File: src/rtl/cawd_defines.svh
`ifndef CAWD_DEFINES_SVH
`define CAWD_DEFINES_SVH

// Register select codes on the special function register port
`define CAWD_SEL_CTL        3'h0
`define CAWD_SEL_MODE       3'h1
`define CAWD_SEL_CNT_LO     3'h2
`define CAWD_SEL_CNT_HI     3'h3
`define CAWD_SEL_M5_MODE    3'h4
`define CAWD_SEL_M5_OFFSET  3'h5
`define CAWD_SEL_M5_COMPARE 3'h6

// Control register fields
`define CAWD_CTL_CF         7
`define CAWD_CTL_CR         6
`define CAWD_CTL_MODULE5_EVENT_FLAG       5

// Counter mode register fields
`define CAWD_MD_IDLE_SUSPEND_BIT        7
`define CAWD_MD_WATCHDOG_ENABLE_BIT        6
`define CAWD_MD_WATCHDOG_LOCK_BIT       5
`define CAWD_MD_CPS_HI      3
`define CAWD_MD_CPS_LO      1
`define CAWD_MD_ECF         0

// Module 5 mode register fields and the forced software timer value
`define CAWD_M5_ECOM        6
`define CAWD_M5_MAT         3
`define CAWD_M5_SWT         8'h48

// Reset values
`define CAWD_RST_BYTE       8'h00
`define CAWD_RST_CPS        3'h0

// Clock source codes and prescale counts
`define CAWD_CPS_DIV12      3'h0
`define CAWD_CPS_DIV4       3'h1
`define CAWD_CPS_TMR        3'h2
`define CAWD_CPS_EXT        3'h3
`define CAWD_CPS_SYS        3'h4
`define CAWD_CPS_DIV8       3'h5
`define CAWD_DIV12_LAST     4'hB
`define CAWD_DIV8_LAST      4'h7
`define CAWD_DIV4_LAST      4'h3

`endif

File: src/rtl/cawd_pkg.sv
package cawd_pkg;

    typedef enum logic [1:0] {
        WD_OFF,
        WD_ON,
        WD_LOCKED
    } cawd_wd_state_t;

    typedef struct packed {
        logic [3:0] pre;
        logic       ext_q;
        logic       tick;
    } cawd_div_st_t;

    typedef struct packed {
        cawd_wd_state_t wd;
        logic           cf;
        logic           cr;
        logic [5:0]     ccf;
        logic           idle_suspend_bit;
        logic [2:0]     cps;
        logic           ecf;
        logic [7:0]     lo;
        logic [7:0]     hi;
        logic [7:0]     m5mode;
        logic [7:0]     off;
        logic [7:0]     cmp;
        logic [7:0]     rdata;
        logic           rst_req;
    } cawd_top_st_t;

endpackage : cawd_pkg

File: src/rtl/cawd_clkdiv.sv
`timescale 1ns/1ns
`include "cawd_defines.svh"

module cawd_clkdiv
    import cawd_pkg::*;
(
    input  wire logic       clk_i,
    input  wire logic       rst_n_i,
    input  wire logic       ce_i,
    input  wire logic [2:0] cps_i,
    input  wire logic       tmr_ovf_i,
    input  wire logic       ext_clk_i,
    output logic            tick_o
);

    cawd_div_st_t st;
    cawd_div_st_t next_st;
    logic [3:0]   last;

    always_comb begin
        next_st = st;
        last    = `CAWD_DIV12_LAST;
        case (cps_i)
            `CAWD_CPS_DIV4: last = `CAWD_DIV4_LAST;
            `CAWD_CPS_DIV8: last = `CAWD_DIV8_LAST;
            default:        last = `CAWD_DIV12_LAST;
        endcase
        if (ce_i) begin
            next_st.ext_q = ext_clk_i;
            next_st.pre   = (st.pre >= last) ? 4'h0 : st.pre + 4'h1;
            case (cps_i)
                `CAWD_CPS_TMR: next_st.tick = tmr_ovf_i;
                `CAWD_CPS_EXT: next_st.tick = ext_clk_i & ~st.ext_q;
                `CAWD_CPS_SYS: next_st.tick = 1'b1;
                default:       next_st.tick = (st.pre >= last);
            endcase
        end
    end

    always_ff @(posedge clk_i or negedge rst_n_i) begin
        if (!rst_n_i) begin
            st <= '0;
        end else begin
            st <= next_st;
        end
    end

    assign tick_o = st.tick;

endmodule : cawd_clkdiv

File: src/rtl/cawd_top.sv
`timescale 1ns/1ns
`include "cawd_defines.svh"

module cawd_top
    import cawd_pkg::*;
(
    input  wire logic       clk_i,
    input  wire logic       rst_n_i,
    input  wire logic       ce_i,
    input  wire logic [2:0] sfr_sel_i,
    input  wire logic       sfr_we_i,
    input  wire logic [7:0] sfr_wdata_i,
    output logic      [7:0] sfr_rdata_o,
    input  wire logic       cpu_idle_i,
    input  wire logic       tmr_ovf_i,
    input  wire logic       ext_clk_i,
    output logic            wd_enabled_o,
    output logic            wd_rst_o
);

    cawd_top_st_t st;
    cawd_top_st_t next_st;
    logic         tick;
    logic         wd_on;
    logic         run;
    logic         step;
    logic         lo_ovf;
    logic         cnt_ovf;
    logic         hi_match;
    logic         m5_match;
    logic         wr_ctl;
    logic         wr_mode;
    logic         fire;
    logic         force_rst;
    logic [7:0]   m5mode_rd;

    cawd_clkdiv u_clkdiv (
        .clk_i     (clk_i),
        .rst_n_i   (rst_n_i),
        .ce_i      (ce_i),
        .cps_i     (st.cps),
        .tmr_ovf_i (tmr_ovf_i),
        .ext_clk_i (ext_clk_i),
        .tick_o    (tick)
    );

    assign wd_on     = (st.wd != WD_OFF);
    assign run       = st.cr | wd_on;
    assign step      = ce_i & tick & run & ~(st.idle_suspend_bit & cpu_idle_i);
    assign lo_ovf    = step & (st.lo == 8'hFF);
    assign cnt_ovf   = lo_ovf & (st.hi == 8'hFF);
    assign hi_match  = (st.cmp == st.hi);
    assign m5_match  = step & ({st.cmp, st.off} == {st.hi, st.lo});
    assign wr_ctl    = ce_i & sfr_we_i & (sfr_sel_i == `CAWD_SEL_CTL);
    assign wr_mode   = ce_i & sfr_we_i & (sfr_sel_i == `CAWD_SEL_MODE);
    // Match sampled at the overflow step itself, not a cycle later
    assign fire      = wd_on & lo_ovf & hi_match;
    assign force_rst = wd_on & wr_ctl & sfr_wdata_i[`CAWD_CTL_MODULE5_EVENT_FLAG];
    assign m5mode_rd = wd_on ? `CAWD_M5_SWT : st.m5mode;

    always_comb begin
        next_st = st;
        if (ce_i) begin
            next_st.rst_req = 1'b0;
            // Counter advance; counter byte writes below are blocked while watchdog runs
            if (step) begin
                next_st.lo = st.lo + 8'h01;
                if (lo_ovf) begin
                    next_st.hi = st.hi + 8'h01;
                end
            end
            if (sfr_we_i) begin
                case (sfr_sel_i)
                    `CAWD_SEL_CTL: begin
                        next_st.cf  = sfr_wdata_i[`CAWD_CTL_CF];
                        next_st.cr  = sfr_wdata_i[`CAWD_CTL_CR];
                        next_st.ccf = sfr_wdata_i[5:0];
                    end
                    `CAWD_SEL_MODE: begin
                        if (!wd_on) begin
                            next_st.idle_suspend_bit = sfr_wdata_i[`CAWD_MD_IDLE_SUSPEND_BIT];
                            next_st.cps  = sfr_wdata_i[`CAWD_MD_CPS_HI:`CAWD_MD_CPS_LO];
                        end
                        next_st.ecf = sfr_wdata_i[`CAWD_MD_ECF];
                    end
                    `CAWD_SEL_CNT_LO: begin
                        if (!wd_on) begin
                            next_st.lo = sfr_wdata_i;
                        end
                    end
                    `CAWD_SEL_CNT_HI: begin
                        if (!wd_on) begin
                            next_st.hi = sfr_wdata_i;
                        end
                    end
                    `CAWD_SEL_M5_MODE: begin
                        if (!wd_on) begin
                            next_st.m5mode = sfr_wdata_i;
                        end
                    end
                    `CAWD_SEL_M5_OFFSET: begin
                        next_st.off = sfr_wdata_i;
                    end
                    `CAWD_SEL_M5_COMPARE: begin
                        // Service while watchdog on: written data is dropped, timeout restarts; with it off the data is stored
                        next_st.cmp = wd_on ? st.hi + st.off : sfr_wdata_i;
                    end
                    default: begin
                    end
                endcase
            end
            // Enable state machine
            if (wr_mode) begin
                case (st.wd)
                    WD_LOCKED: next_st.wd = WD_LOCKED;
                    default: begin
                        if (sfr_wdata_i[`CAWD_MD_WATCHDOG_LOCK_BIT]) begin
                            next_st.wd = WD_LOCKED;
                        end else if (sfr_wdata_i[`CAWD_MD_WATCHDOG_ENABLE_BIT]) begin
                            next_st.wd = WD_ON;
                        end else begin
                            next_st.wd = WD_OFF;
                        end
                    end
                endcase
            end
            // Hardware sets win over a simultaneous software clear
            if (cnt_ovf) begin
                next_st.cf = 1'b1;
            end
            if (!wd_on && m5_match && st.m5mode[`CAWD_M5_ECOM] && st.m5mode[`CAWD_M5_MAT]) begin
                next_st.ccf[5] = 1'b1;
            end
            // A cause in the cycle while a pulse is high on wd_rst_o is dropped, so each pulse lasts one cycle with ce_i high; ce_i low holds it
            next_st.rst_req = (fire | force_rst) & ~st.rst_req;
            case (sfr_sel_i)
                `CAWD_SEL_CTL: begin
                    next_st.rdata = {st.cf, st.cr, st.ccf};
                end
                `CAWD_SEL_MODE: begin
                    next_st.rdata = {st.idle_suspend_bit, wd_on, st.wd == WD_LOCKED, 1'b0,
                                     st.cps, st.ecf};
                end
                `CAWD_SEL_CNT_LO:      next_st.rdata = st.lo;
                `CAWD_SEL_CNT_HI:      next_st.rdata = st.hi;
                `CAWD_SEL_M5_MODE:     next_st.rdata = m5mode_rd;
                `CAWD_SEL_M5_OFFSET:   next_st.rdata = st.off;
                `CAWD_SEL_M5_COMPARE:  next_st.rdata = st.cmp;
                default:               next_st.rdata = `CAWD_RST_BYTE;
            endcase
        end
    end

    always_ff @(posedge clk_i or negedge rst_n_i) begin
        if (!rst_n_i) begin
            st         <= '0;
            st.wd      <= WD_ON;
            st.cps     <= `CAWD_RST_CPS;
            st.lo      <= `CAWD_RST_BYTE;
            st.off     <= `CAWD_RST_BYTE;
        end else begin
            st <= next_st;
        end
    end

    assign sfr_rdata_o  = st.rdata;
    assign wd_enabled_o = wd_on;
    assign wd_rst_o     = st.rst_req;

    // Checks
    logic [15:0] cnt;
    assign cnt = {st.hi, st.lo};

    AST_RUN_FORCED: assert property (@(posedge clk_i) disable iff (!rst_n_i)
        wd_on && !st.cr && step && !sfr_we_i |=> cnt == $past(cnt) + 16'h0001)
        else $error("Counter did not advance with watchdog on");

    AST_CNT_WR_BLOCK: assert property (@(posedge clk_i) disable iff (!rst_n_i)
        wd_on && ce_i && sfr_we_i && sfr_sel_i == `CAWD_SEL_CNT_LO && !step
        |=> st.lo == $past(st.lo))
        else $error("Counter low byte written while watchdog on");

    AST_CFG_FROZEN: assert property (@(posedge clk_i) disable iff (!rst_n_i)
        wd_on |=> st.cps == $past(st.cps) && st.idle_suspend_bit == $past(st.idle_suspend_bit))
        else $error("Clock source or idle bit changed while watchdog on");

    AST_M5_SWT: assert property (@(posedge clk_i) disable iff (!rst_n_i)
        wd_on && ce_i && sfr_sel_i == `CAWD_SEL_M5_MODE |=> sfr_rdata_o == `CAWD_M5_SWT)
        else $error("Module 5 not shown in software timer mode");

    AST_CR_READ: assert property (@(posedge clk_i) disable iff (!rst_n_i)
        wd_on && !st.cr && ce_i && sfr_sel_i == `CAWD_SEL_CTL
        |=> !sfr_rdata_o[`CAWD_CTL_CR])
        else $error("Run bit read as one without software setting it");

    AST_SERVICE: assert property (@(posedge clk_i) disable iff (!rst_n_i)
        wd_on && ce_i && sfr_we_i && sfr_sel_i == `CAWD_SEL_M5_COMPARE
        |=> st.cmp == 8'($past(st.hi) + $past(st.off)))
        else $error("Service write did not load high byte plus offset");

    AST_FIRE: assert property (@(posedge clk_i) disable iff (!rst_n_i)
        wd_on && lo_ovf && st.cmp == st.hi && !st.rst_req |=> wd_rst_o)
        else $error("Missed watchdog reset on overflow match");

    AST_NO_FALSE_FIRE: assert property (@(posedge clk_i) disable iff (!rst_n_i)
        ce_i && !lo_ovf && !force_rst |=> !wd_rst_o)
        else $error("Watchdog reset without a cause");

    AST_FORCE: assert property (@(posedge clk_i) disable iff (!rst_n_i)
        force_rst && !st.rst_req |=> wd_rst_o)
        else $error("Forced watchdog reset missing");

    AST_LOCK: assert property (@(posedge clk_i) disable iff (!rst_n_i)
        st.wd == WD_LOCKED |=> st.wd == WD_LOCKED)
        else $error("Locked watchdog was disabled");

    AST_PULSE: assert property (@(posedge clk_i) disable iff (!rst_n_i)
        wd_rst_o && ce_i |=> !wd_rst_o)
        else $error("Reset request longer than one cycle");

    AST_IDLE: assert property (@(posedge clk_i) disable iff (!rst_n_i)
        wd_on && st.idle_suspend_bit && cpu_idle_i |=> cnt == $past(cnt))
        else $error("Counter advanced in idle with suspend set");

    COV_FIRE:    cover property (@(posedge clk_i) disable iff (!rst_n_i) fire);
    COV_FORCE:   cover property (@(posedge clk_i) disable iff (!rst_n_i) force_rst);
    COV_SERVICE: cover property (@(posedge clk_i) disable iff (!rst_n_i)
        wd_on && ce_i && sfr_we_i && sfr_sel_i == `CAWD_SEL_M5_COMPARE);
    COV_LOCK:    cover property (@(posedge clk_i) disable iff (!rst_n_i)
        st.wd == WD_ON ##1 st.wd == WD_LOCKED);

endmodule : cawd_top

File: config.mk
export PLATFORM = sky130hd
export DESIGN_NAME = cawd_top
export DESIGN_NICKNAME = d
export VERILOG_FILES = /design/src/rtl/cawd_pkg.sv /design/src/rtl/cawd_clkdiv.sv /design/src/rtl/cawd_top.sv
export VERILOG_INCLUDE_DIRS = /design/src /design/src/rtl
export SDC_FILE = /design/constraint.sdc
export NUM_CORES = 1
export LEC_CHECK = 0
export ABC_AREA = 0
export BUFFER_PORTS_ARGS = -buffer_cell sky130_fd_sc_hd__buf_4
export CORE_UTILIZATION = 43
export CTS_BUF_LIST = sky130_fd_sc_hd__clkbuf_8
export CTS_CLUSTER_SIZE = 40
export DETAILED_ROUTE_END_ITERATION = 10
export REMOVE_ABC_BUFFERS = 1
export SYNTH_ARGS = -nofsm -noshare
export SYNTH_HDL_FRONTEND = slang
export SYNTH_SLANG_ARGS = --single-unit
export TNS_END_PERCENT = 50
File: constraint.sdc
create_clock -name clk_i -period 2.8 [get_ports clk_i]
set_clock_uncertainty 0.2 [all_clocks]
set_input_delay 0.42 -clock clk_i [delete_from_list [all_inputs] [get_ports clk_i]]
set_output_delay 0.42 -clock clk_i [all_outputs]
set_load 0.02 [all_outputs]
==> key figures <==
Setup path
  – Setup crit end kind: register
  – Slowest-stage cell, CP: or4_1
  – FF-to-FF End: cnt[11]
  – R2r startpoint: cnt[0]
  – Startpoint Class: register
  – Crit-path cells: ha_1 > and2_1 > nand4_1 > or4_1 > o22ai_1 > a21oi_1
  – CP Depth: 6
  – Worst Path Max Fanout: 11
  – Delay-heaviest family, CP: simple AND/OR/NAND/NOR gates
  – Launch point of the worst path: cnt[0]
  – Flop2flop setup slack: 0.35 ns
  – Buf+Inv Stages, Crit Path: 0
  – Crit path to: cnt[11]
  – Critical Path RT: 2.82 ns
  – Crit path kind: reg2reg
  – CP max stage delay: a little under 0.7 ns
  – Worst Reg-to-Reg Cells: 6
  – Arrival time worst endpoint: 2.48 ns

Global routing
  – Initial antenna violation count: 0
  – First-pass GRT wire length: 20.3 mm
  – Total GRT Usage: a little over a quarter
  – Vias in the first global route: 3570
  – GRT overflow: 0
  – Largest net degree at the start of global routing: 71

Detailed routing
  – Vias/cell: 6.16
  – # DRC: 0
  – DR pass1 iterations: 5
  – Final ANT Viol Nets: 0
  – Final wirelength: 13.0 mm
  – DR iter-0 viols: 290
  – Detail-routed net length per standard cell: 21.4 µm
  – Via count: 3730

Placed design
  – Routability cong.: between 0.8 and 0.9
  – Placed Cells incl. Taps: 590
  – Port-buffer cells: 27
  – Post-DP HPWL: 8.89 mm
  – Place WS: 0.420 ns

Run status
  – Failing checks: negative hold slack
  – Run status: finished with violations

Layout
  – Commonest non-fill, non-tap cell in the layout: dfrtp_1
  – Storage cell area: roughly 1800 µm²
  – Final net count: 499
  – N_diodes: 0
  – Area growth from synthesis to layout: 10.6%
  – Area occupied by multi-input gates: between 2000 and 2500 µm²
  – Fillers: 906
  – Most frequent cells in the layout: 69 x dfrtp_1, 39 x buf_4, 31 x a21oi_1
  – Non-filler cells, final: 606
  – Layout cells sized above 1: 17.8%

Synth
  – Post-synthesis async set-or-reset flop share: between 90% and 100%
  – Netlist Area Pre-Place: 4410 µm²
  – Synth warn: 0
  – Post-Synthesis Cells: 453
  – Synth cell types: 62
  – Sequential element share of the synthesized area: roughly 40%
  – Ys flop type: dfrtp_1
  – Number of synthesized flops with an enable pin: 0
  – Syn Area/Cell: 9.73 µm²
  – Synth Register Bits: 70

Timing
  – RSZ-0062 raised after global routing: false
  – Max Fclk: just over 0.4 GHz
  – Worst hold slack: -0.0304 ns
  – Setup-failing EPs final: 0
  – Fin worst setup slack: 0.348 ns
  – Period utilization: 87.6%
  – Setup TNS: 0 ns
  – Rel. slew slack: 38.3%
  – Tightest Pin Transition: between 0.9 and 1 ns
  – Final hold viol count: 11
  – Fin. max-slew vios: 0
  – Final Critical Period: ~2.5 ns

Worst hold path
  – HP Class: in2async

Floorplanning
  – Initial Util: 44.7%
  – Die width: around 100 µm
  – Num rows: 36
  – Die Height: 103 µm
  – Ports: 28
  – Die area: 10700 µm²
  – Core area: 9860 µm²

CTS
  – Worst-Skew Late Latency: 0.36 ns
  – CTS tree: yes
  – Clock sink total: 70
  – Post-cts resize count: 0
  – Post-CTS Setup Bufs: 0
  – Post-CTS Hold Fix Bufs: 0
  – Htree depth: 3
  – CTS root buf: clkbuf_8
  – Num CTS Buffers: 9
  – Reg clk slew, reported paths: approximately 0.09 ns
  – Max Root-Sink Buffers: 2

Power
  – Internal power: 2440 µW
  – Combinational share of power: 35.8%
  – Leakage power: 0.00203 µW
  – Pwr dens: 828 nW/µm²
  – Sw frac: a little under 40%
  – Clock power frac: 21.3%
  – Sequential Power Share: 42.9%
  – Maximum vdd drop: around 0.28 mV
  – Switching pwr: about 1600 µW

Flow run
  – Max-cap violations: 0
-- layer usage --
metal / wire length [µm] / GRT usage [%] / vias to the layer above
li1: - / - / 1704
met1: 6080 / 38.3 / 1831
met2: 5760 / 40.2 / 170
met3: 829 / 3.56 / 25
met4: 291 / 10.8 / 0
met5: 0 / 0 / -
-- area by class of cell --
| cell class | instances | share of cell area (%) |
|---|---|---|
| multi-input cells | 336 | 49.6 |
| inverters | 12 | 0.924 |
| clock inverters | 6 | 1.28 |
| clock buffers | 10 | 2.82 |
| flip-flops and latches | 70 | 36.0 |
| well taps | 133 | 3.41 |
| repair buffers | 39 | 6.01 |
-- power by group through the flow --
stage                     Clock, µW  Combinational [µW]  Sequential (µW)
after global routing            919                1610             1760
after CTS                       863                1440             1710
after global placement            0                1400             1720
after detailed placement          0                1430             1730
after floorplan                   0                1030             1610
final                           859                1450             1730
-- worst min path at each step --
| stage | startpoint | endpoint | slack (ns) |
|---|---|---|---|
| after CTS | rst_n_i | u_clkdiv.st[4] | 0.03 |
| after global placement | sfr_rdata_o[4] | sfr_rdata_o[4] | 0.27 |
| final | rst_n_i | u_clkdiv.st[4] | -0.03 |
| after global routing | rst_n_i | st[28] | 0.06 |
| after floorplan | rst_n_i | cnt[0] | -0.08 |
| after detailed placement | sfr_rdata_o[7] | sfr_rdata_o[7] | 0.28 |
-- flip-flops by register name, summed over array words and instances (netlist names) --
| register | count |
|---|---|
| st | 39 |
| wd_rst_o | 1 |
| u_clkdiv.tick_o | 1 |
| sfr_rdata_o | 8 |
| cnt | 16 |
| u_clkdiv.st | 5 |
-- per-stage QoR --
step                      utilization (%)  hold slack [ns]  cell area, µm²  total power [µW]
after floorplan                         -          -0.0756            4220              2630
after global placement               47.4            0.273            4670              3120
after detailed placement             47.4            0.277            4670              3160
after CTS                            49.4           0.0252            4870              4010
after global routing                 49.4           0.0552            4870              4290
final                                49.4          -0.0304            4870              4040
-- cells by family (layout without fill, tap and decap cells) --
kind of cell	Yosys count	after routing	synth area share, %
simple gates	131	131	17.1
fa+ha+maj	13	13	3.86
xor+xnor	21	21	4.17
buf+inv	47	67	5.39
compound gates	133	133	20.0
flops	70	70	39.8
mux	38	38	9.76
-- synthesized netlist by cell type (6+ instances only) --
cell type / number / area [µm²]
o21ai_0: 18 / 90.1
dfrtp_1: 69 / 1730
nor3_1: 6 / 30.0
nand3_1: 8 / 40.0
a21oi_1: 31 / 155
o21a_1: 7 / 52.6
mux2_2: 18 / 203
ha_1: 12 / 150
mux2i_1: 7 / 70.1
o2bb2ai_1: 7 / 61.3
nor2_1: 27 / 101
xnor2_1: 16 / 140
buf_2: 10 / 50.1
clkbuf_1: 11 / 41.3
inv_1: 11 / 41.3
buf_4: 9 / 67.6
a31oi_1: 11 / 68.8
nand2_1: 29 / 109
mux2_1: 12 / 135
nor2b_1: 11 / 68.8
o22ai_1: 8 / 50.1
a22oi_1: 10 / 75.1
nand4_1: 6 / 37.5
a21o_1: 7 / 52.6
Power figures use the tool's default switching activity.
